<file path="src/hdl/cafm_pkg.sv">
// package: register map, field layout and codes of the acceptance filter
package cafm_pkg;

  localparam int NUM_FILTERS = 16;
  localparam int NUM_MASKS = 3;
  localparam int NUM_SEL_FILTERS = 8;
  localparam int STD_W = 11;
  localparam int EXT_W = 18;
  localparam int REG_W = 16;
  localparam int ADDR_W = 8;
  localparam int IDX_W = 4;

  // byte offsets inside the slave window
  localparam logic [ADDR_W-1:0] FLT_STD_BASE = 8'h00;
  localparam logic [ADDR_W-1:0] FLT_EXT_BASE = 8'h40;
  localparam logic [ADDR_W-1:0] SEL_LO_OFS = 8'h80;
  localparam logic [ADDR_W-1:0] SEL_HI_OFS = 8'h84;
  localparam logic [ADDR_W-1:0] ENABLE_OFS = 8'h88;
  localparam logic [ADDR_W-1:0] STATUS_OFS = 8'h8C;
  localparam logic [ADDR_W-1:0] HITS_OFS = 8'h90;
  localparam logic [ADDR_W-1:0] HIT_CNT_OFS = 8'h94;
  localparam logic [ADDR_W-1:0] MSK_STD_BASE = 8'hA0;
  localparam logic [ADDR_W-1:0] MSK_EXT_BASE = 8'hB0;

  // regions of 16 words, picked by haddr[7:6]
  localparam logic [1:0] RGN_FLT_STD = 2'h0;
  localparam logic [1:0] RGN_FLT_EXT = 2'h1;
  localparam logic [1:0] RGN_MISC = 2'h2;

  // layout shared by filter and mask standard-id registers
  localparam int STD_LSB = 5;
  localparam int STD_MSB = 15;
  localparam int TYPE_BIT = 3;
  localparam int EXT_HI_MSB = 1;
  localparam logic [REG_W-1:0] STD_REG_WMASK = 16'hFFEB;

  localparam int STAT_HIT_BIT = 4;

  localparam logic [REG_W-1:0] SEL_RESET = 16'h0000;
  localparam logic [REG_W-1:0] ENABLE_RESET = 16'h0000;
  localparam logic [REG_W-1:0] DATA_RESET = 16'h0000;

  typedef enum logic [1:0] {
    CAFM_SEL_MASK0 = 2'b00,
    CAFM_SEL_MASK1 = 2'b01,
    CAFM_SEL_MASK2 = 2'b10,
    CAFM_SEL_NONE = 2'b11
  } cafm_sel_t;

endpackage : cafm_pkg

</file>
<file path="src/hdl/cafm_filter_cmp.sv">
// one acceptance filter compared against one received identifier
`timescale 1ns/1ps
module cafm_filter_cmp
  import cafm_pkg::*;
(
  input wire logic [STD_W-1:0] flt_std,
  input wire logic [EXT_W-1:0] flt_ext,
  input wire logic flt_ext_enable,
  input wire logic [STD_W-1:0] msk_std,
  input wire logic [EXT_W-1:0] msk_ext,
  input wire logic type_match_mode,
  input wire logic [STD_W-1:0] msg_std,
  input wire logic [EXT_W-1:0] msg_ext,
  input wire logic msg_ide,
  output logic hit
);

  logic std_ok;
  logic ext_ok;
  logic type_ok;

  // a mask bit of one forces equality; zero makes it don't-care
  assign std_ok = ~|((flt_std ^ msg_std) & msk_std);
  assign ext_ok = ~|((flt_ext ^ msg_ext) & msk_ext);

  // type check only when the mask asks for it
  assign type_ok = !type_match_mode || (flt_ext_enable == msg_ide);

  // standard frames carry no extended bits, so only the sid is compared
  always_comb begin
    hit = std_ok && type_ok && (!msg_ide || ext_ok);
  end

endmodule : cafm_filter_cmp

</file>
<file path="src/hdl/cafm_hit_pick.sv">
// picks the lowest-numbered hitting filter
`timescale 1ns/1ps
module cafm_hit_pick
  import cafm_pkg::*;
(
  input wire logic [NUM_FILTERS-1:0] hits,
  output logic any,
  output logic [IDX_W-1:0] index
);

  // lowest index wins so the outcome is stable when filters overlap
  always_comb begin
    index = '0;
    for (int i = NUM_FILTERS - 1; i >= 0; i--) begin
      if (hits[i]) begin
        index = IDX_W'(i);
      end
    end
    any = |hits;
  end

endmodule : cafm_hit_pick

</file>
<file path="src/hdl/cafm_top.sv">
// acceptance filter block with ahb-lite register slave
// Contract
// - sixteen filters, each with extended-low register
// - reference bits 15..0 map to extended id
// - set bit needs one, clear needs zero
// - two-bit mask selectors, filter 7 on top
// - selectors 00/01/10 masks, 11 none, reset 00
// - mask sid bits at 15..5, one compares
// - mask eid 17..16 at bits 1..0
// - mask bit 3 is type-match mode
// - mode one: frame type must match enable
// - mode zero: either frame type accepted
// - mask bits 4 and 2 read zero
// - filter holds sid, enable, eid 17..16
// - enable picks extended or standard frames
// - second mask register holds eid 15..0
//
// Design decisions made here: the address map and register access over AHB-Lite.
`timescale 1ns/1ps
module cafm_top
  import cafm_pkg::*;
(
  input wire logic hclk,
  input wire logic hresetn,
  input wire logic ce,
  input wire logic hsel,
  input wire logic [31:0] haddr,
  input wire logic [1:0] htrans,
  input wire logic hwrite,
  input wire logic [2:0] hsize,
  input wire logic [31:0] hwdata,
  input wire logic hready,
  output logic [31:0] hrdata,
  output logic hreadyout,
  output logic hresp,
  input wire logic rx_id_valid,
  input wire logic [STD_W-1:0] rx_std_id,
  input wire logic [EXT_W-1:0] rx_ext_id,
  input wire logic rx_ide,
  output logic match_valid,
  output logic match_hit,
  output logic [IDX_W-1:0] match_index,
  output logic [NUM_FILTERS-1:0] match_vector
);

  logic [REG_W-1:0] flt_std_reg [NUM_FILTERS];
  logic [REG_W-1:0] filter_ext_id_low_reg [NUM_FILTERS];
  logic [REG_W-1:0] mask_std_id_and_type_mode_reg [NUM_MASKS];
  logic [REG_W-1:0] mask_ext_id_low_reg [NUM_MASKS];
  logic [REG_W-1:0] filter_mask_select_0_7_reg;
  logic [REG_W-1:0] filter_mask_select_8_15_reg;
  logic [REG_W-1:0] enable_reg;
  logic [REG_W-1:0] hit_cnt_reg;

  logic [ADDR_W-1:0] addr_reg;
  logic wr_pend_reg;
  logic rd_wait_reg;
  logic [31:0] hrdata_reg;

  logic accept;
  logic wr_go;
  logic [1:0] wr_rgn;
  logic [IDX_W-1:0] wr_idx;
  logic [1:0] wr_midx;
  logic [REG_W-1:0] wdata;
  logic [REG_W-1:0] rd_value;
  logic msk_slot_ok;
  logic wr_flt_std;
  logic wr_flt_ext;
  logic wr_msk_std;
  logic wr_msk_ext;
  logic wr_sel_lo;
  logic wr_sel_hi;
  logic wr_enable;
  logic wr_hit_cnt;
  logic rx_take;
  logic hit_seen;

  logic [NUM_FILTERS-1:0] hits;
  logic [NUM_FILTERS-1:0] hits_en;
  logic pick_any;
  logic [IDX_W-1:0] pick_idx;
  logic [2*NUM_FILTERS-1:0] sel_all;

  // ---------------- ahb-lite slave ----------------

  // ce low stalls the bus rather than dropping a transfer
  assign hreadyout = ce && !rd_wait_reg;
  assign hresp = 1'b0;
  assign hrdata = hrdata_reg;

  assign accept = ce && hsel && hready && htrans[1];
  assign wr_go = ce && wr_pend_reg;
  assign wr_rgn = addr_reg[7:6];
  assign wr_idx = addr_reg[5:2];
  assign wr_midx = addr_reg[3:2];
  assign wdata = hwdata[REG_W-1:0];

  // the mask slot check is shared by reads and writes to keep the two maps in step
  assign msk_slot_ok = addr_reg[3:2] != 2'h3;
  assign wr_flt_std = wr_go && wr_rgn == RGN_FLT_STD;
  assign wr_flt_ext = wr_go && wr_rgn == RGN_FLT_EXT;
  assign wr_msk_std = wr_go && addr_reg[7:4] == MSK_STD_BASE[7:4] &&
                      msk_slot_ok;
  assign wr_msk_ext = wr_go && addr_reg[7:4] == MSK_EXT_BASE[7:4] &&
                      msk_slot_ok;
  assign wr_sel_lo = wr_go && addr_reg == SEL_LO_OFS;
  assign wr_sel_hi = wr_go && addr_reg == SEL_HI_OFS;
  assign wr_enable = wr_go && addr_reg == ENABLE_OFS;
  assign wr_hit_cnt = wr_go && addr_reg == HIT_CNT_OFS;

  always_ff @(posedge hclk or negedge hresetn) begin
    if (!hresetn) begin
      addr_reg <= '0;
    end else if (accept) begin
      addr_reg <= haddr[ADDR_W-1:0];
    end
  end

  // writes complete without wait states in their data phase
  always_ff @(posedge hclk or negedge hresetn) begin
    if (!hresetn) begin
      wr_pend_reg <= 1'b0;
    end else if (ce && hready) begin
      wr_pend_reg <= accept && hwrite;
    end
  end

  // reads take one wait state so hrdata comes from a flop and
  // always sees a write that ended on the previous edge
  always_ff @(posedge hclk or negedge hresetn) begin
    if (!hresetn) begin
      rd_wait_reg <= 1'b0;
    end else if (ce) begin
      rd_wait_reg <= accept && !hwrite;
    end
  end

  always_ff @(posedge hclk or negedge hresetn) begin
    if (!hresetn) begin
      hrdata_reg <= '0;
    end else if (ce && rd_wait_reg) begin
      hrdata_reg <= {16'h0000, rd_value};
    end
  end

  // read mux; unmapped words read zero
  always_comb begin
    rd_value = '0;
    case (addr_reg[7:6])
      RGN_FLT_STD: rd_value = flt_std_reg[addr_reg[5:2]];
      RGN_FLT_EXT: rd_value = filter_ext_id_low_reg[addr_reg[5:2]];
      RGN_MISC: begin
        if (addr_reg == SEL_LO_OFS) begin
          rd_value = filter_mask_select_0_7_reg;
        end else if (addr_reg == SEL_HI_OFS) begin
          rd_value = filter_mask_select_8_15_reg;
        end else if (addr_reg == ENABLE_OFS) begin
          rd_value = enable_reg;
        end else if (addr_reg == STATUS_OFS) begin
          rd_value = REG_W'({match_hit, match_index});
        end else if (addr_reg == HITS_OFS) begin
          rd_value = match_vector;
        end else if (addr_reg == HIT_CNT_OFS) begin
          rd_value = hit_cnt_reg;
        end else if (addr_reg[7:4] == MSK_STD_BASE[7:4] &&
                     msk_slot_ok) begin
          rd_value = mask_std_id_and_type_mode_reg[addr_reg[3:2]]
                     & STD_REG_WMASK;
        end else if (addr_reg[7:4] == MSK_EXT_BASE[7:4] &&
                     msk_slot_ok) begin
          rd_value = mask_ext_id_low_reg[addr_reg[3:2]];
        end else begin
          rd_value = '0;
        end
      end
      default: rd_value = '0;
    endcase
  end

  // ---------------- register file ----------------

  // filter standard-id words: sid, enable bit, eid 17..16
  always_ff @(posedge hclk or negedge hresetn) begin
    if (!hresetn) begin
      for (int i = 0; i < NUM_FILTERS; i++) begin
        flt_std_reg[i] <= DATA_RESET;
      end
    end else if (wr_flt_std) begin
      flt_std_reg[wr_idx] <= wdata & STD_REG_WMASK;
    end
  end

  // one extended-low word per filter
  always_ff @(posedge hclk or negedge hresetn) begin
    if (!hresetn) begin
      for (int i = 0; i < NUM_FILTERS; i++) begin
        filter_ext_id_low_reg[i] <= DATA_RESET;
      end
    end else if (wr_flt_ext) begin
      filter_ext_id_low_reg[wr_idx] <= wdata;
    end
  end

  // mask standard-id words; unimplemented bits never stored
  always_ff @(posedge hclk or negedge hresetn) begin
    if (!hresetn) begin
      for (int i = 0; i < NUM_MASKS; i++) begin
        mask_std_id_and_type_mode_reg[i] <= DATA_RESET;
      end
    end else if (wr_msk_std) begin
      mask_std_id_and_type_mode_reg[wr_midx] <=
        wdata & STD_REG_WMASK;
    end
  end

  always_ff @(posedge hclk or negedge hresetn) begin
    if (!hresetn) begin
      for (int i = 0; i < NUM_MASKS; i++) begin
        mask_ext_id_low_reg[i] <= DATA_RESET;
      end
    end else if (wr_msk_ext) begin
      mask_ext_id_low_reg[wr_midx] <= wdata;
    end
  end

  always_ff @(posedge hclk or negedge hresetn) begin
    if (!hresetn) begin
      filter_mask_select_0_7_reg <= SEL_RESET;
    end else if (wr_sel_lo) begin
      filter_mask_select_0_7_reg <= wdata;
    end
  end

  always_ff @(posedge hclk or negedge hresetn) begin
    if (!hresetn) begin
      filter_mask_select_8_15_reg <= SEL_RESET;
    end else if (wr_sel_hi) begin
      filter_mask_select_8_15_reg <= wdata;
    end
  end

  // filters start disabled until software has loaded them
  always_ff @(posedge hclk or negedge hresetn) begin
    if (!hresetn) begin
      enable_reg <= ENABLE_RESET;
    end else if (wr_enable) begin
      enable_reg <= wdata;
    end
  end

  // ---------------- matching ----------------

  assign sel_all = {filter_mask_select_8_15_reg, filter_mask_select_0_7_reg};

  for (genvar f = 0; f < NUM_FILTERS; f++) begin : g_flt
    cafm_sel_t sel;
    logic [1:0] midx;
    logic [STD_W-1:0] m_std;
    logic [EXT_W-1:0] m_ext;
    logic m_mode;

    assign sel = cafm_sel_t'(sel_all[2*f +: 2]);
    assign midx = sel;

    // selector 11 compares every bit and checks the frame type
    always_comb begin
      if (sel == CAFM_SEL_NONE) begin
        m_std = '1;
        m_ext = '1;
        m_mode = 1'b1;
      end else begin
        m_std = mask_std_id_and_type_mode_reg[midx][STD_MSB:STD_LSB];
        m_ext = {mask_std_id_and_type_mode_reg[midx][EXT_HI_MSB:0],
                 mask_ext_id_low_reg[midx]};
        m_mode = mask_std_id_and_type_mode_reg[midx][TYPE_BIT];
      end
    end

    cafm_filter_cmp u_cmp (
      .flt_std(flt_std_reg[f][STD_MSB:STD_LSB]),
      .flt_ext({flt_std_reg[f][EXT_HI_MSB:0],
                filter_ext_id_low_reg[f]}),
      .flt_ext_enable(flt_std_reg[f][TYPE_BIT]),
      .msk_std(m_std),
      .msk_ext(m_ext),
      .type_match_mode(m_mode),
      .msg_std(rx_std_id),
      .msg_ext(rx_ext_id),
      .msg_ide(rx_ide),
      .hit(hits[f])
    );
  end

  assign hits_en = hits & enable_reg;
  assign rx_take = ce && rx_id_valid;
  assign hit_seen = rx_take && pick_any;

  cafm_hit_pick u_pick (
    .hits(hits_en),
    .any(pick_any),
    .index(pick_idx)
  );

  // ---------------- result ----------------

  always_ff @(posedge hclk or negedge hresetn) begin
    if (!hresetn) begin
      match_valid <= 1'b0;
    end else if (ce) begin
      match_valid <= rx_id_valid;
    end
  end

  // result stands until the next identifier arrives
  always_ff @(posedge hclk or negedge hresetn) begin
    if (!hresetn) begin
      match_hit <= 1'b0;
      match_index <= '0;
      match_vector <= '0;
    end else if (rx_take) begin
      match_hit <= pick_any;
      match_index <= pick_idx;
      match_vector <= hits_en;
    end
  end

  // saturating hit count; any write to it restarts it,
  // and a hit in that same cycle is still counted
  always_ff @(posedge hclk or negedge hresetn) begin
    if (!hresetn) begin
      hit_cnt_reg <= DATA_RESET;
    end else if (ce) begin
      if (wr_hit_cnt) begin
        hit_cnt_reg <= REG_W'(hit_seen);
      end else if (hit_seen && hit_cnt_reg != '1) begin
        hit_cnt_reg <= hit_cnt_reg + 16'h0001;
      end
    end
  end

endmodule : cafm_top

</file>
<file path="config.mk">
export PLATFORM = sky130hd
export DESIGN_NAME = cafm_top
export DESIGN_NICKNAME = d
export VERILOG_FILES = /design/src/hdl/cafm_pkg.sv /design/src/hdl/cafm_filter_cmp.sv /design/src/hdl/cafm_hit_pick.sv /design/src/hdl/cafm_top.sv
export SDC_FILE = /design/constraint.sdc
export NUM_CORES = 2
export LEC_CHECK = 0
export BUFFER_PORTS_ARGS = -buffer_cell sky130_fd_sc_hd__buf_2
export CORE_MARGIN = 3
export CORE_UTILIZATION = 40
export CTS_BUF_LIST = sky130_fd_sc_hd__clkbuf_4
export DETAILED_ROUTE_END_ITERATION = 8
export SLEW_MARGIN = 20
export SYNTH_ARGS = -nofsm -noshare
export SYNTH_HDL_FRONTEND = slang
export SYNTH_SLANG_ARGS = --single-unit
</file>
<file path="constraint.sdc">
create_clock -name hclk -period 11.1 [get_ports hclk]
set_input_delay 0 -clock hclk [delete_from_list [all_inputs] [get_ports hclk]]
set_output_delay 0 -clock hclk [all_outputs]
set_load 0.05 [all_outputs]
</file>
==> results.ini <==
[global_routing]
grt_pass1_vias = 43110
grt_pass1_wl_um = 336000
grt_max_degree = 153
gr-usage-all-layers_pct = 37.5
antenna_found_initial = 18
grt_overflow_total = 0

[placed_design]
dpl.hpwl_um = 162000
gp_congestion = 1.02
numPortBuffers = 100
placed_cells = 6086

[logic_synthesis]
synthDistinctLibCells = 88
synthArstFlopShare_pct = 100
synthTopCellsByCount = mux2_2, dfrtp_1, clkbuf_1
ys_top_cells_by_area = dfrtp_1, mux2_2, mux2i_1, mux4_2, xor2_1
ys_seq_area_share_pct = 34.6
synthCells = 4734
yosys_register_bits = 682
netlist_area_sq_um = 49400
synth.avg_cell_area_sq_um = 10.4
yosysWarnings = 0
yosys.area.top_type = dfrtp_1
synth_top_cell_area_share_pct = 34.6
synth_flop_cell = dfrtp_1
synth_edf_count = 0
synth.most_common_cell = mux2_2

[detailed_routing]
ant_nets = 0
firstDrtPassIters = 9
drt-total-wl_um = 244000
vias = 44858
drt_iter0_markers = 6695
top_layer_used = met5
wire_per_inst_um = 37.4
post_drt_via_cell_ratio = 6.87
wl_met2_um = 101000
dr_wl_met3_um = 30000
drcViolationCount = 0
drt-met1-wl_um = 93800

[setup_path]
crit_fanout = 30
r2r_slack_ps = 5930
cpMostUsedCell = nand4_1
slowest_delay_ps = 760
endpoint_kind = register
critPathKind = reg2reg
cp-start-kind = register
cp_data_arrival_time_ps = 6330
crit_path_top_delay_cell = o31ai_1
cp.required_ps = 12260
cp_cell_sequence = buf_4, nand2b_1, o21a_1, a2111oi_0, nand4_1, o31ai_1, nand4_1, nand4_1, nor4_4, buf_4, or4_1, a21oi_1

[sta]
hold_violations = 0
worst_slew_pin_slew_ps = 1220
max_freq_ghz = 0.193
setup_viol = 0
post-route-min-period_ps = 5170
post-route-period-util_pct = 46.6
fin_tns_setup_ps = 0
rsz0062_at_grt = no
skew_ps = 82.2
max_slew_margin_pct = 18.6
slew_violations = 0

[floorplanning]
num_rows = 128
die_area_sq_um = 128000
die_w_um = 357
boundaryPins = 162
initial_utilization_pct = 40.4
core_area_sq_um = 122000
die_h_um = 357

[power_and_ir_drop]
p_sw_share_pct = 37.9
internal_power_mw = 4.71
net-switching-power_mw = 2.87
vdd_drop_max_v = 0.000221
p_leak_nw = 23.2
power.density_nw_per_um2 = 139
pwr-share-seq_pct = 38.3
comb_power_share_pct = 28.6
power_frac_clock_pct = 33.1

[cells_and_area]
finish.net_count = 4838
final_core_util_pct = 44.6
drive_above_1_share_pct = 31.2
layout.cells.non_filler = 6528
area_growth_pct = 10.4
largest_reg_flops = 256
fillCellCount = 11736

[cts]
cts.htree.levels = 4
path_clk_slew_ps = 80
cts.sinks = 682
tritoncts = yes
worstSkewPairLatency_ps = 1250
cts-root-buf = clkbuf_4
cts_buffer_depth = 3
cts_buffers = 195

[run_status]
status = completed

[run]
maxCapViolations = 0

[hold_path]
hold_class = in2reg

[final timing paths]
path,startpoint,endpoint,cells past startpoint
setup / recovery,filter_mask_select_0_7_reg[15],hit_cnt_reg[9],12
hold / removal,hwdata[4],filter_mask_select_8_15_reg[4],3
setup reg to reg,filter_mask_select_0_7_reg[15],hit_cnt_reg[9],12
hold reg to reg,mask_ext_id_low_reg[23],mask_ext_id_low_reg[23],1
max in group asynchronous,hresetn,mask_ext_id_low_reg[33],6
min in group asynchronous,hresetn,filter_ext_id_low_reg[21],5
[cells by family after synthesis]
kind of cell / share of synthesized area, %
simple gates: 9.47
mux: 30.5
other cells: 0.00760
buf+inv: 4.83
xor+xnor: 8.52
compound gates: 12.1
fa+ha+maj: 0.0253
flops: 34.6
[metrics by stage]
stage | power (mW) | hold slack [ps] | worst slack (ps) | area, sq um
3_3_place_gp | 4.98 | 100 | 6010 | 51100
5_1_grt | 7.83 | 70.3 | 5850 | 54500
6_report | 7.58 | 101 | 5930 | 54500
4_1_cts | 7.53 | 3.26 | 6010 | 54500
2_1_floorplan | 4.17 | -296 | 7570 | 49400
3_5_place_dp | 4.99 | 101 | 5990 | 51100
[area by class of cell]
class / count / area [sq um] / share of cell area (%)
clock buffer: 292 / 2190 / 4.02
antenna: 14 / 35.0 / 0.0643
inverter: 19 / 71.3 / 0.131
sequential: 682 / 17100 / 31.3
clock inverter: 63 / 382 / 0.700
multi-input combinational: 3478 / 30100 / 55.1
tap: 1625 / 2030 / 3.73
timing repair buffer: 355 / 2670 / 4.89
[routing by layer]
metal  global-route usage, %  up-vias
met5                       0        -
met4                    26.0        2
met3                    11.3      908
met2                    53.2     3541
met1                    48.7    22630
li1                        -    17777
[power by group through the flow]
stage                     sequential (mW)  combinational [mW]  clock, mW
final                                2.91                2.17       2.51
after floorplan                      2.92                1.25          0
after detailed placement             2.94                2.05          0
after global placement               2.93                2.04          0
after CTS                            2.90                2.09       2.55
after global routing                 2.92                2.22       2.68
[cells in the final DEF, fill, tap and decap left out, types with 45 or more instances in the layout]
| cell | netlist | layout |
|---|---|---|
| a21oi_1 | 73 | 73 |
| buf_2 | 55 | 98 |
| buf_4 | 18 | 180 |
| clkbuf_4 | 0 | 292 |
| dfrtp_1 | 682 | 674 |
| dlygate4sd3_1 | 0 | 72 |
| mux2_2 | 715 | 715 |
| mux2i_1 | 353 | 353 |
| mux4_2 | 150 | 150 |
| nand2_1 | 149 | 149 |
| nand3_1 | 112 | 110 |
| nand4_1 | 68 | 68 |
| nor2_1 | 175 | 169 |
| nor3_1 | 81 | 78 |
| o21ai_0 | 295 | 295 |
| o221ai_1 | 45 | 45 |
| o22ai_1 | 101 | 101 |
| o32ai_1 | 46 | 46 |
| xnor2_1 | 147 | 147 |
| xor2_1 | 333 | 333 |
[worst max-delay path, delay by kind of cell, from the launching register on]
family | cells | cell delay [ps]
flip-flops | 1 | 530
AND/OR/NAND/NOR | 6 | 2220
AO/OA/AOI/OAI | 4 | 1760
buffers and inverters | 2 | 550
[timing repair]
item,CTS,global route
gates resized for setup,0,0
setup buffers,0,0
hold buffers,73,0
hold endpoints to repair,1182,0
No activity file was read; power rests on OpenSTA's default activity.
